`src/caf_pkg.sv`:
```
// caf_pkg: opcode map, state record and memory request records of the
// addressing and program-flow core.
// assumes one core clock; both memories answer within the request cycle.
package caf_pkg;

  // ==========================================================
  // reset values and fixed addresses
  localparam logic [14:0] PC_RESET = 15'h0000;
  localparam logic [7:0] SP_RESET = 8'h6f;
  localparam logic [14:0] TRAP_VECTOR = 15'h00ff;
  localparam logic [14:0] VIS_TABLE = 15'h01e0;
  localparam logic [3:0] REG_PAGE = 4'hf;
  localparam logic [14:0] REL_BIAS = 15'h0020;
  localparam logic [1:0] LEN_ONE = 2'h1;
  localparam logic [1:0] LEN_TWO = 2'h2;
  localparam logic [1:0] LEN_THREE = 2'h3;

  // ==========================================================
  // opcode groups
  localparam logic [2:0] GRP_SPECIAL = 3'h0;  // op[7:5]
  localparam logic [2:0] GRP_CMP = 3'h1;      // op[7:5]
  localparam logic [3:0] GRP_JMP = 4'h4;      // op[7:4]
  localparam logic [3:0] GRP_JSR = 4'h5;
  localparam logic [3:0] GRP_LDB = 4'h6;
  localparam logic [3:0] GRP_BNE = 4'h7;
  localparam logic [1:0] GRP_ALU = 2'h2;      // op[7:6]
  localparam logic [1:0] GRP_REL = 2'h3;

  // operand modes, op[2:0]
  localparam logic [2:0] MODE_IMM = 3'h0;
  localparam logic [2:0] MODE_DIR = 3'h1;
  localparam logic [2:0] MODE_B = 3'h2;
  localparam logic [2:0] MODE_X = 3'h3;
  localparam logic [2:0] MODE_BINC = 3'h4;
  localparam logic [2:0] MODE_BDEC = 3'h5;
  localparam logic [2:0] MODE_XINC = 3'h6;
  localparam logic [2:0] MODE_XDEC = 3'h7;

  // arithmetic/logic functions op[5:3], compare functions op[4:3]
  localparam logic [2:0] ALU_ADD = 3'h0;
  localparam logic [2:0] ALU_ADC = 3'h1;
  localparam logic [2:0] ALU_SUB = 3'h2;
  localparam logic [2:0] ALU_SUBC = 3'h3;
  localparam logic [2:0] ALU_AND = 3'h4;
  localparam logic [2:0] ALU_OR = 3'h5;
  localparam logic [2:0] ALU_XOR = 3'h6;
  localparam logic [2:0] ALU_LD = 3'h7;
  localparam logic [1:0] CMP_EQ = 2'h0;
  localparam logic [1:0] CMP_NE = 2'h1;
  localparam logic [1:0] CMP_GT = 2'h2;
  localparam logic [1:0] CMP_XCH = 2'h3;

  // single opcodes of the special group
  localparam logic [7:0] OP_NOP = 8'h00;
  localparam logic [7:0] OP_TABLE_LOAD_INSTRUCTION = 8'h01;
  localparam logic [7:0] OP_JID = 8'h02;
  localparam logic [7:0] OP_LONG_ABSOLUTE_JUMP = 8'h03;
  localparam logic [7:0] OP_VIS = 8'h04;
  localparam logic [7:0] OP_LONG_SUBROUTINE_CALL = 8'h05;
  localparam logic [7:0] OP_RET = 8'h06;
  localparam logic [7:0] OP_RETURN_AND_SKIP = 8'h07;
  localparam logic [7:0] OP_INTERRUPT_RETURN = 8'h08;
  localparam logic [7:0] OP_TRAP = 8'h09;
  localparam logic [7:0] OP_RRC = 8'h0a;
  localparam logic [7:0] OP_RLC = 8'h0b;
  localparam logic [7:0] OP_SWAP = 8'h0c;
  localparam logic [7:0] OP_CLR = 8'h0d;
  localparam logic [7:0] OP_INC = 8'h0e;
  localparam logic [7:0] OP_DEC = 8'h0f;
  localparam logic [7:0] OP_DECIMAL_CORRECTION = 8'h10;
  localparam logic [7:0] OP_SC = 8'h11;
  localparam logic [7:0] OP_RC = 8'h12;
  localparam logic [7:0] OP_IFC = 8'h13;
  localparam logic [7:0] OP_IFNC = 8'h14;
  localparam logic [7:0] OP_PUSH = 8'h15;
  localparam logic [7:0] OP_POP = 8'h16;
  localparam logic [7:0] OP_CLRPND = 8'h17;
  localparam logic [7:0] OP_AND_IMMEDIATE_SKIP_ZERO = 8'h18;
  localparam logic [7:0] OP_DECREMENT_AND_SKIP = 8'h19;
  localparam logic [7:0] OP_SETBIT = 8'h1a;
  localparam logic [7:0] OP_CLRBIT = 8'h1b;
  localparam logic [7:0] OP_IFBIT = 8'h1c;

  // ==========================================================
  // states and records
  typedef enum logic [3:0] {
    ST_FETCH, ST_BYTE2, ST_BYTE3, ST_EXEC, ST_MEMRD,
    ST_PUSH_HI, ST_POP_LO, ST_PMRD, ST_VIS_LO
  } caf_state_t;

  typedef struct packed {
    logic rd;
    logic [14:0] addr;
  } caf_pm_req_t;

  typedef struct packed {
    logic rd;
    logic wr;
    logic [7:0] addr;
    logic [7:0] wdata;
  } caf_dm_req_t;

  typedef struct packed {
    caf_state_t st;
    logic [14:0] pc;
    logic [7:0] a;
    logic [7:0] b;
    logic [7:0] x;
    logic [7:0] sp;
    logic c;
    logic hc;
    logic skip;
    logic swi;
    logic [7:0] ir;
    logic [7:0] b2;
    logic [7:0] b3;
    caf_pm_req_t pm;
    caf_dm_req_t dm;
  } caf_core_t;

  localparam caf_core_t CORE_RESET = '{st: ST_FETCH, pc: PC_RESET,
    a: 8'h00, b: 8'h00, x: 8'h00, sp: SP_RESET, c: 1'b0, hc: 1'b0,
    skip: 1'b0, swi: 1'b0, ir: 8'h00, b2: 8'h00, b3: 8'h00,
    pm: '{rd: 1'b1, addr: PC_RESET},
    dm: '{rd: 1'b0, wr: 1'b0, addr: 8'h00, wdata: 8'h00}};

endpackage

```
`src/caf_core.sv`:
```
// caf_core: operand addressing, program counter and flow control of an
// 8-bit core, with its arithmetic, logic, bit and stack instructions.
// assumes program and data memory return read data combinationally from
// the registered address; data memory writes on the edge with wr high.

`timescale 1ns/1ps
`default_nettype none

module caf_core (
  // clock and reset
  input wire logic I_CLK_SYS,
  input wire logic I_RESET_N,
  // program memory
  output var caf_pkg::caf_pm_req_t O_PM_REQ,
  input wire logic [7:0] I_PM_DATA,
  // data memory
  output var caf_pkg::caf_dm_req_t O_DM_REQ,
  input wire logic [7:0] I_DM_RDATA,
  // interrupt vector choice and visible state
  input wire logic [3:0] I_VEC_INDEX,
  output var logic O_SWI_PENDING,
  output var logic [7:0] O_ACC,
  output var logic O_CARRY
);
  import caf_pkg::*;

  caf_core_t r;
  caf_core_t next_r;
  logic [7:0] opnd;
  logic [9:0] alu_res;
  logic [8:0] dc;
  logic [7:0] mptr;
  logic [7:0] bmask;
  logic [14:0] target;

  // ==========================================================
  // helpers
  function automatic logic [1:0] op_len(input logic [7:0] op);
    op_len = LEN_ONE;
    if (op == OP_LONG_ABSOLUTE_JUMP || op == OP_LONG_SUBROUTINE_CALL) begin
      op_len = LEN_THREE;
    end else if (op[7:5] == 3'h2 || op == OP_AND_IMMEDIATE_SKIP_ZERO || op == OP_DECREMENT_AND_SKIP ||
                 op == OP_SETBIT || op == OP_CLRBIT || op == OP_IFBIT) begin
      op_len = LEN_TWO;
    end else if ((op[7:6] == GRP_ALU || op[7:5] == GRP_CMP) &&
                 op[2:1] == 2'h0) begin
      op_len = LEN_TWO;
    end
  endfunction

  // returns {carry, half carry, result}
  function automatic logic [9:0] alu(input logic [2:0] f,
      input logic [7:0] a, input logic [7:0] m, input logic c,
      input logic hc);
    logic [7:0] mm;
    logic ci;
    logic [8:0] s;
    logic [4:0] h;
    mm = (f == ALU_SUB || f == ALU_SUBC) ? ~m : m;
    ci = (f == ALU_ADC || f == ALU_SUBC) ? c : (f == ALU_SUB);
    s = {1'b0, a} + {1'b0, mm} + {8'h00, ci};
    h = {1'b0, a[3:0]} + {1'b0, mm[3:0]} + {4'h0, ci};
    case (f)
      ALU_AND: alu = {c, hc, a & m};
      ALU_OR: alu = {c, hc, a | m};
      ALU_XOR: alu = {c, hc, a ^ m};
      ALU_LD: alu = {c, hc, m};
      ALU_ADD: alu = {c, hc, s[7:0]};  // plain add leaves the flags
      default: alu = {s[8], h[4], s[7:0]};
    endcase
  endfunction

  // ==========================================================
  // next-state logic
  always_comb begin
    next_r = r;
    next_r.dm.rd = 1'b0;
    next_r.dm.wr = 1'b0;
    opnd = (r.ir[7:5] != GRP_SPECIAL && r.ir[2:0] == MODE_IMM) ?
           r.b2 : I_DM_RDATA;
    alu_res = alu(r.ir[5:3], r.a, opnd, r.c, r.hc);
    bmask = 8'h01 << r.b2[2:0];
    case (r.ir[2:0])
      MODE_DIR: mptr = r.b2;
      MODE_B, MODE_BINC, MODE_BDEC: mptr = r.b;
      default: mptr = r.x;
    endcase
    dc = {1'b0, r.a};
    if (r.hc || r.a[3:0] > 4'h9) begin
      dc = dc + 9'h006;
    end
    if (r.c || r.a > 8'h99) begin
      dc = dc + 9'h060;
    end
    case (r.ir)
      OP_LONG_SUBROUTINE_CALL: target = {r.b2[6:0], r.b3};
      OP_TRAP: target = TRAP_VECTOR;
      default: target = {r.pc[14:12], r.ir[3:0], r.b2};
    endcase

    case (r.st)
      ST_FETCH: begin
        next_r.ir = I_PM_DATA;
        if (r.skip) begin
          // skipped opcode and its operand bytes pass untouched
          next_r.skip = 1'b0;
          next_r.pc = r.pc + {13'h0000, op_len(I_PM_DATA)};
        end else begin
          next_r.pc = r.pc + 15'h0001;
          next_r.st = (op_len(I_PM_DATA) == LEN_ONE) ? ST_EXEC : ST_BYTE2;
        end
      end
      ST_BYTE2: begin
        next_r.b2 = I_PM_DATA;
        next_r.pc = r.pc + 15'h0001;
        next_r.st = (op_len(r.ir) == LEN_THREE) ? ST_BYTE3 : ST_EXEC;
      end
      ST_BYTE3: begin
        next_r.b3 = I_PM_DATA;
        next_r.pc = r.pc + 15'h0001;
        next_r.st = ST_EXEC;
      end
      ST_EXEC: begin
        next_r.st = ST_FETCH;
        if (r.ir[7:6] == GRP_REL) begin
          // a +1 displacement is never coded; software uses a no-op
          next_r.pc = r.pc + {9'h000, r.ir[5:0]} - REL_BIAS;
        end else if (r.ir[7:4] == GRP_JMP) begin
          next_r.pc = {r.pc[14:12], r.ir[3:0], r.b2};
        end else if (r.ir[7:4] == GRP_LDB) begin
          next_r.b = {4'h0, r.ir[3:0]};
        end else if (r.ir[7:4] == GRP_BNE) begin
          next_r.skip = (r.b[3:0] == r.ir[3:0]);
        end else if (r.ir[7:4] == GRP_JSR || r.ir == OP_LONG_SUBROUTINE_CALL ||
                     r.ir == OP_TRAP) begin
          next_r.dm.wr = 1'b1;
          next_r.dm.addr = r.sp;
          next_r.dm.wdata = r.pc[7:0];
          next_r.b3 = {1'b0, r.pc[14:8]};
          next_r.sp = r.sp - 8'h01;
          next_r.pc = target;
          next_r.swi = r.swi | (r.ir == OP_TRAP);
          next_r.st = ST_PUSH_HI;
        end else if (r.ir[7:5] != GRP_SPECIAL) begin
          // alu and compare groups; immediates read no data memory
          next_r.dm.addr = mptr;
          next_r.dm.rd = (r.ir[2:0] != MODE_IMM);
          next_r.st = ST_MEMRD;
        end else begin
          case (r.ir)
            OP_TABLE_LOAD_INSTRUCTION, OP_JID: begin
              // pc itself stays put, which restores the low byte
              next_r.pm.addr = {r.pc[14:8], r.a};
              next_r.st = ST_PMRD;
            end
            OP_LONG_ABSOLUTE_JUMP: next_r.pc = {r.b2[6:0], r.b3};
            OP_VIS: begin
              next_r.pm.addr = VIS_TABLE +
                               {10'h000, I_VEC_INDEX, 1'b0};
              next_r.st = ST_PMRD;
            end
            OP_RET, OP_RETURN_AND_SKIP, OP_INTERRUPT_RETURN, OP_POP: begin
              next_r.sp = r.sp + 8'h01;
              next_r.dm.addr = r.sp + 8'h01;
              next_r.dm.rd = 1'b1;
              next_r.st = ST_MEMRD;
            end
            OP_PUSH: begin
              next_r.dm.wr = 1'b1;
              next_r.dm.addr = r.sp;
              next_r.dm.wdata = r.a;
              next_r.sp = r.sp - 8'h01;
            end
            OP_DECREMENT_AND_SKIP: begin
              next_r.dm.addr = {REG_PAGE, r.b2[3:0]};
              next_r.dm.rd = 1'b1;
              next_r.st = ST_MEMRD;
            end
            OP_SETBIT, OP_CLRBIT, OP_IFBIT: begin
              next_r.dm.addr = r.b;
              next_r.dm.rd = 1'b1;
              next_r.st = ST_MEMRD;
            end
            OP_RRC: {next_r.a, next_r.c} = {r.c, r.a};
            OP_RLC: {next_r.c, next_r.a} = {r.a, r.c};
            OP_SWAP: next_r.a = {r.a[3:0], r.a[7:4]};
            OP_CLR: next_r.a = 8'h00;
            OP_INC: next_r.a = r.a + 8'h01;
            OP_DEC: next_r.a = r.a - 8'h01;
            OP_DECIMAL_CORRECTION: begin
              next_r.a = dc[7:0];
              next_r.c = dc[8] | r.c | (r.a > 8'h99);
            end
            OP_SC: next_r.c = 1'b1;
            OP_RC: next_r.c = 1'b0;
            OP_IFC: next_r.skip = ~r.c;
            OP_IFNC: next_r.skip = r.c;
            OP_CLRPND: next_r.swi = 1'b0;
            OP_AND_IMMEDIATE_SKIP_ZERO: next_r.skip = ((r.a & r.b2) == 8'h00);
            default: ;  // no-op and spare codes touch nothing
          endcase
        end
      end
      ST_MEMRD: begin
        next_r.st = ST_FETCH;
        if (r.ir[7:6] == GRP_ALU) begin
          {next_r.c, next_r.hc, next_r.a} = alu_res;
        end else if (r.ir[7:5] == GRP_CMP) begin
          case (r.ir[4:3])
            CMP_EQ: next_r.skip = (r.a != opnd);
            CMP_NE: next_r.skip = (r.a == opnd);
            CMP_GT: next_r.skip = (r.a <= opnd);
            default: begin
              if (r.ir[2:0] != MODE_IMM) begin
                next_r.a = opnd;
                next_r.dm.wr = 1'b1;
                next_r.dm.addr = r.dm.addr;
                next_r.dm.wdata = r.a;
              end
            end
          endcase
        end else begin
          case (r.ir)
            OP_POP: next_r.a = I_DM_RDATA;
            OP_RET, OP_RETURN_AND_SKIP, OP_INTERRUPT_RETURN: begin
              next_r.pc[14:8] = I_DM_RDATA[6:0];
              next_r.sp = r.sp + 8'h01;
              next_r.dm.addr = r.sp + 8'h01;
              next_r.dm.rd = 1'b1;
              next_r.st = ST_POP_LO;
            end
            OP_DECREMENT_AND_SKIP: begin
              next_r.dm.wr = 1'b1;
              next_r.dm.addr = r.dm.addr;
              next_r.dm.wdata = I_DM_RDATA - 8'h01;
              next_r.skip = (I_DM_RDATA == 8'h01);
            end
            OP_SETBIT, OP_CLRBIT: begin
              next_r.dm.wr = 1'b1;
              next_r.dm.addr = r.dm.addr;
              next_r.dm.wdata = (r.ir == OP_SETBIT) ?
                                (I_DM_RDATA | bmask) : (I_DM_RDATA & ~bmask);
            end
            OP_IFBIT: next_r.skip = ((I_DM_RDATA & bmask) == 8'h00);
            default: ;
          endcase
        end
        // pointer steps only after its access has been made
        if (r.ir[7:5] != GRP_SPECIAL) begin
          case (r.ir[2:0])
            MODE_BINC: next_r.b = r.b + 8'h01;
            MODE_BDEC: next_r.b = r.b - 8'h01;
            MODE_XINC: next_r.x = r.x + 8'h01;
            MODE_XDEC: next_r.x = r.x - 8'h01;
            default: ;
          endcase
        end
      end
      ST_PUSH_HI: begin
        next_r.dm.wr = 1'b1;
        next_r.dm.addr = r.sp;
        next_r.dm.wdata = r.b3;
        next_r.sp = r.sp - 8'h01;
        next_r.st = ST_FETCH;
      end
      ST_POP_LO: begin
        next_r.pc[7:0] = I_DM_RDATA;
        next_r.skip = (r.ir == OP_RETURN_AND_SKIP);
        next_r.st = ST_FETCH;
      end
      ST_PMRD: begin
        next_r.st = ST_FETCH;
        if (r.ir == OP_TABLE_LOAD_INSTRUCTION) begin
          next_r.a = I_PM_DATA;
        end else if (r.ir == OP_JID) begin
          next_r.pc[7:0] = I_PM_DATA;
        end else begin
          next_r.pc[14:8] = I_PM_DATA[6:0];
          next_r.pm.addr = r.pm.addr + 15'h0001;
          next_r.st = ST_VIS_LO;
        end
      end
      ST_VIS_LO: begin
        next_r.pc[7:0] = I_PM_DATA;
        next_r.st = ST_FETCH;
      end
      default: next_r.st = ST_FETCH;
    endcase

    if (next_r.st == ST_FETCH || next_r.st == ST_BYTE2 ||
        next_r.st == ST_BYTE3) begin
      next_r.pm.addr = next_r.pc;
    end
    next_r.pm.rd = (next_r.st == ST_FETCH || next_r.st == ST_BYTE2 ||
                    next_r.st == ST_BYTE3 || next_r.st == ST_PMRD ||
                    next_r.st == ST_VIS_LO);
  end

  // ==========================================================
  // state register and outputs
  always_ff @(posedge I_CLK_SYS or negedge I_RESET_N) begin
    if (!I_RESET_N) begin
      r <= CORE_RESET;
    end else begin
      r <= next_r;
    end
  end

  assign O_PM_REQ = r.pm;
  assign O_DM_REQ = r.dm;
  assign O_SWI_PENDING = r.swi;
  assign O_ACC = r.a;
  assign O_CARRY = r.c;

  // ==========================================================
  // checks
  a_ptr_select: assert property (
    @(posedge I_CLK_SYS) disable iff (!I_RESET_N)
    (r.st == ST_EXEC && r.ir[7:6] == GRP_ALU && r.ir[2:0] == MODE_X)
    |=> (O_DM_REQ.rd && O_DM_REQ.addr == $past(r.x)))
    else $error("x-indirect operand not read at pointer x");

  a_ptr_postinc: assert property (
    @(posedge I_CLK_SYS) disable iff (!I_RESET_N)
    (r.st == ST_MEMRD && r.ir[7:5] != GRP_SPECIAL && r.ir[2:0] == MODE_BINC)
    |=> (r.b == $past(r.b) + 8'h01))
    else $error("post-increment did not step pointer b");

  a_short_ldb: assert property (
    @(posedge I_CLK_SYS) disable iff (!I_RESET_N)
    (r.st == ST_EXEC && r.ir[7:4] == GRP_LDB)
    |=> (r.b[7:4] == 4'h0 && r.b[3:0] == $past(r.ir[3:0])))
    else $error("short load of b wrong");

  a_table_keep: assert property (
    @(posedge I_CLK_SYS) disable iff (!I_RESET_N)
    (r.st == ST_EXEC && r.ir == OP_TABLE_LOAD_INSTRUCTION)
    |-> ##1 (O_PM_REQ.addr[7:0] == $past(r.a))
    ##1 (r.a == $past(I_PM_DATA) && r.pc == $past(r.pc, 2)))
    else $error("table load wrong data or pc moved");

  a_rel_target: assert property (
    @(posedge I_CLK_SYS) disable iff (!I_RESET_N)
    (r.st == ST_EXEC && r.ir[7:6] == GRP_REL)
    |=> (r.pc == $past(r.pc) + {9'h000, $past(r.ir[5:0])} - REL_BIAS))
    else $error("relative jump target wrong");

  a_abs_page: assert property (
    @(posedge I_CLK_SYS) disable iff (!I_RESET_N)
    (r.st == ST_EXEC && r.ir[7:4] == GRP_JMP)
    |=> (r.pc[14:12] == $past(r.pc[14:12]) && r.pc[7:0] == $past(r.b2)))
    else $error("absolute jump left its page");

  a_skip_len: assert property (
    @(posedge I_CLK_SYS) disable iff (!I_RESET_N)
    (r.st == ST_FETCH && r.skip && I_PM_DATA[7:6] == GRP_REL)
    |=> (r.st == ST_FETCH && !r.skip && r.pc == $past(r.pc) + 15'h0001))
    else $error("skipped one-byte instruction not passed over");

  a_call_push: assert property (
    @(posedge I_CLK_SYS) disable iff (!I_RESET_N)
    (r.st == ST_EXEC && (r.ir == OP_LONG_SUBROUTINE_CALL || r.ir[7:4] == GRP_JSR))
    |=> (O_DM_REQ.wr && O_DM_REQ.wdata == $past(r.pc[7:0]))
    ##1 (O_DM_REQ.wr && r.pc == $past(target, 2)))
    else $error("call did not push pc before jumping");

  a_decrement_and_skip_page: assert property (
    @(posedge I_CLK_SYS) disable iff (!I_RESET_N)
    (r.st == ST_EXEC && r.ir == OP_DECREMENT_AND_SKIP)
    |=> (O_DM_REQ.rd && O_DM_REQ.addr[7:4] == REG_PAGE) ##1 O_DM_REQ.wr)
    else $error("decrement-and-skip off the register page");

  a_pc_step: assert property (
    @(posedge I_CLK_SYS) disable iff (!I_RESET_N)
    (r.st == ST_BYTE2) |=> (r.pc == $past(r.pc) + 15'h0001))
    else $error("pc did not step on operand fetch");

endmodule // caf_core

`default_nettype wire

```
`config.mk`:
```
export PLATFORM = sky130hd
export DESIGN_NAME = caf_core
export DESIGN_NICKNAME = d
export VERILOG_FILES = /design/src/caf_pkg.sv /design/src/caf_core.sv
export SDC_FILE = /design/constraint.sdc
export NUM_CORES = 1
export LEC_CHECK = 0
export ABC_AREA = 1
export BUFFER_PORTS_ARGS = -buffer_cell sky130_fd_sc_hd__buf_2
export CORE_ASPECT_RATIO = 1.2
export CORE_MARGIN = 2
export CORE_UTILIZATION = 50
export DETAILED_ROUTE_END_ITERATION = 7
export PLACE_DENSITY = 0.71
export SLEW_MARGIN = 5
export SYNTH_ARGS = -nofsm -noshare
export SYNTH_HDL_FRONTEND = slang
export SYNTH_SLANG_ARGS = --single-unit
```
`constraint.sdc`:
```
create_clock -name I_CLK_SYS -period 3.9 [get_ports I_CLK_SYS]
set_input_delay 0.39 -clock I_CLK_SYS [delete_from_list [all_inputs] [get_ports I_CLK_SYS]]
set_output_delay 0.39 -clock I_CLK_SYS [all_outputs]
set_load 0.02 [all_outputs]
```
==> summary.md <==
| Metric | Value |
|---|---|
| Critical Path RT | 4.23 ns |
| Met2 WL | 27,100 um |
| H-Tree Depth | 4 |
| PD cells | 940 nW/um^2 |
| Met3 Wirelength | 5590 um |
| Die height | 186 um |
| Fin Setup TNS | 0 ns |
| Synth warn | 0 |
| Die area | 28,900 sq um |
| Ports | 66 |
| Syn nets | 2,373 |
| Drt pass-1 iters | 8 |
| Post-synth top area cell | dfrtp_1 |
| Final Skew | 0.0115 ns |
| CTS tree | built |
| First-pass GRT wire length | 91,100 um |
| Remaining antenna violation count | 0 |
| Total routed wirelength | 60,700 um |
| Hold crit path type | primary input to async pin |
| Commonest cells after routing, fill and taps aside | nand2_1 (620), nand3_1 (235), inv_1 (234), nor2_1 (202), o21ai_0 (162) |
| Ys async rst share | 100% |
| Port Buffers | 65 |
| Clock buffer depth | 2 |
| WL/cell | 23.0 um |
| Final setup fails | 0 |
| Clock Pin Slew Worst Setup and Hold Paths | 0.06 ns |
| Non-Filler Instances | 2,642 |
| Worst Hold Margin | -0.00578 ns |
| Worst Path Max Fanout | 11 |
| All-layer global routing usage | 41.9% |
| TritonCTS sink count | 113 |
| Grt ovf | 0 |
| NumNets Final | 2,407 |
| Period Utilization, post-route | 90.3% |
| M1 wire length | 22,800 um |
| Root Buffer Master | clkbuf_16 |
| Sequential share of the synthesized area | 20.6% |
| F_max | 284 MHz |
| Syn_area_per_cell | 6.12 sq um |
| Cells after Synth | 2,254 |
| Initial antenna violation count | 2 |
| Status | finished with violations |
| Slew margin rel. | 25.5% |
| Synth unique cells | 51 |
| Vias/cell | 6.22 |
| EDFF count, synth | 0 |
| RR Startpoint | r[50] |
| Skew-Pair Late Insertion Delay | 0.44 ns |
| Tmin final | 3.52 ns |
| FF-to-FF End | O_ACC[5] |
| Syn-to-layout area delta | 8.33% |
| Violated checks | design-rule violations, negative hold slack |
| Max cap viols | 0 |
| Die X | 156 um |
| Worst path arrival time | 3.85 ns |
| Total CTS buffers | 17 |
| VDD IR max | 0.612 mV |
| Top_reg_cell synth | dfrtp_1 |
| Fin. Hold Viols | 2 |
| CP endpoint kind | register |
| Hold buffers post-CTS | 0 |
| Worst reg-to-reg setup slack | 0.38 ns |
| WS Path Type | register to register |
| Final core utilization | 55.0% |
| Largest cells by area after synthesis | dfrtp_1 (19%), nand2_1 (17%), nand3_1 (8.5%) |
| CTS resizes | 0 |
| Postcts setup bufs | 0 |
| Area share of the largest cell type after synthesis | 19.2% |
| Final Wtd Congestion | 1.11 |
| Share of cells above drive strength 1 | 9.34% |
| Synth Register Bits | 113 |
| Number of remaining DRC errors | 1 |
| Post-DP HPWL | 46,700 um |
| Unrepaired setup endpoints after global routing | false |
| Slew Limit Fails | 0 |
| Crit path from | r[50] |
| Vias in the first global route | 15.4k |
| Core Rows | 66 |
| Largest net degree at the start of global routing | 66 |
| Initial core utilization | 50.8% |
| DR vias | 16.4k |
| Drt initial violations | 1,886 |
| Commonest non-fill, non-tap cell in the layout | nand2_1 |
| Core box area | 27,200 sq um |
| Worst-margin pin slew | 1.11 ns |
| Worst Setup Start Kind | register |
| Cell depth of the worst flop-to-flop path | 18 |
| Lkg Pwr | 0.00768 uW |
| Synth Cell Area | 13,800 sq um |
| Top layer in use | met5 |
| Placed Cells | 2,609 |
## logic make-up (layout without fill, tap and decap cells)
group           count (synthesis)  in the layout  synth area share, %
buf+inv                       362            409                 11.4
xor+xnor                       57             57                 3.62
fa+ha+maj                      97             97                 9.18
mux                             1              1               0.0726
simple gates                 1173           1173                 36.5
compound gates                451            451                 18.6
other cells                     0              1                    0
flops                         113            113                 20.6
## cell usage after synthesis, drive strengths merged, types with 11 or more instances
library cell / number
o221ai: 12
nand2: 637
o21ai: 184
nand3: 240
or2: 11
a21oi: 139
nand4: 38
xor2: 37
buf: 67
o211ai: 31
clkinv: 14
xnor2: 20
ha: 90
inv: 244
clkbuf: 37
o22ai: 34
a21boi: 11
nor2: 211
nor3: 26
dfrtp: 106
## state kept, by name, indices dropped and copies added, names as in the netlist
register,flops
O_DM_REQ,18
r,69
O_PM_REQ,16
O_ACC,8
O_CARRY,1
O_SWI_PENDING,1
## stage by stage
step	area (sq um)	hold WS, ns	worst slack, ns	total power (uW)
final	14900	-0.00578	0.378	14100
after floorplan	13800	0.0944	0.411	9040
after detailed placement	14400	0.461	0.447	12100
after global routing	14900	0.0494	0.0927	15100
after CTS	14900	0.0314	0.421	13700
after global placement	14400	0.455	0.475	12000
## worst max-delay path, stage by stage, from the launching register on
cell and delay (ns):
dfrtp_1 0.38, inv_2 0.13, nand2_1 0.13, nor2_1 0.23
nand2_1 0.17, buf_4 0.20, o21ai_0 0.52, xor2_1 0.16
ha_1 0.38, nand3_1 0.13, nand3_1 0.13, nand3_1 0.10
nand2_1 0.06, o21ai_0 0.29, nand2_1 0.09, nand2_1 0.07
nand2_1 0.06, nor2_1 0.12, nor2_1 0.05
## where the power goes
part | switching (uW) | internal, uW
logic | 7000 | 3040
clock network | 689 | 899
registers | 729 | 1700
total | 8420 | 5640
## routing by layer
| layer | global-route usage (%) | vias up |
|---|---|---|
| met5 | 0 | - |
| met4 | 32.4 | 4 |
| met3 | 6.59 | 276 |
| met2 | 66.8 | 1024 |
| met1 | 50.5 | 7574 |
| li1 | - | 7566 |
## how the worst max path moves through the flow
stage | endpoint | slack (ns)
final | O_ACC[5] | 0.38
after global routing | O_ACC[4] | 0.09
after CTS | O_ACC[4] | 0.42
after detailed placement | O_ACC[4] | 0.45
after global placement | O_ACC[4] | 0.47
after floorplan | O_ACC[4] | 0.41
## final cells by class
| class | count | area, sq um |
|---|---|---|
| tap | 340 | 425 |
| clock buffer | 18 | 439 |
| timing repair buffer | 119 | 746 |
| inverter | 258 | 971 |
| clock inverter | 14 | 133 |
| antenna | 1 | 2.50 |
| sequential | 113 | 2840 |
| fill | 2865 | 12200 |
| multi-input combinational | 1779 | 9390 |
No activity file was read; power rests on OpenSTA's default activity.
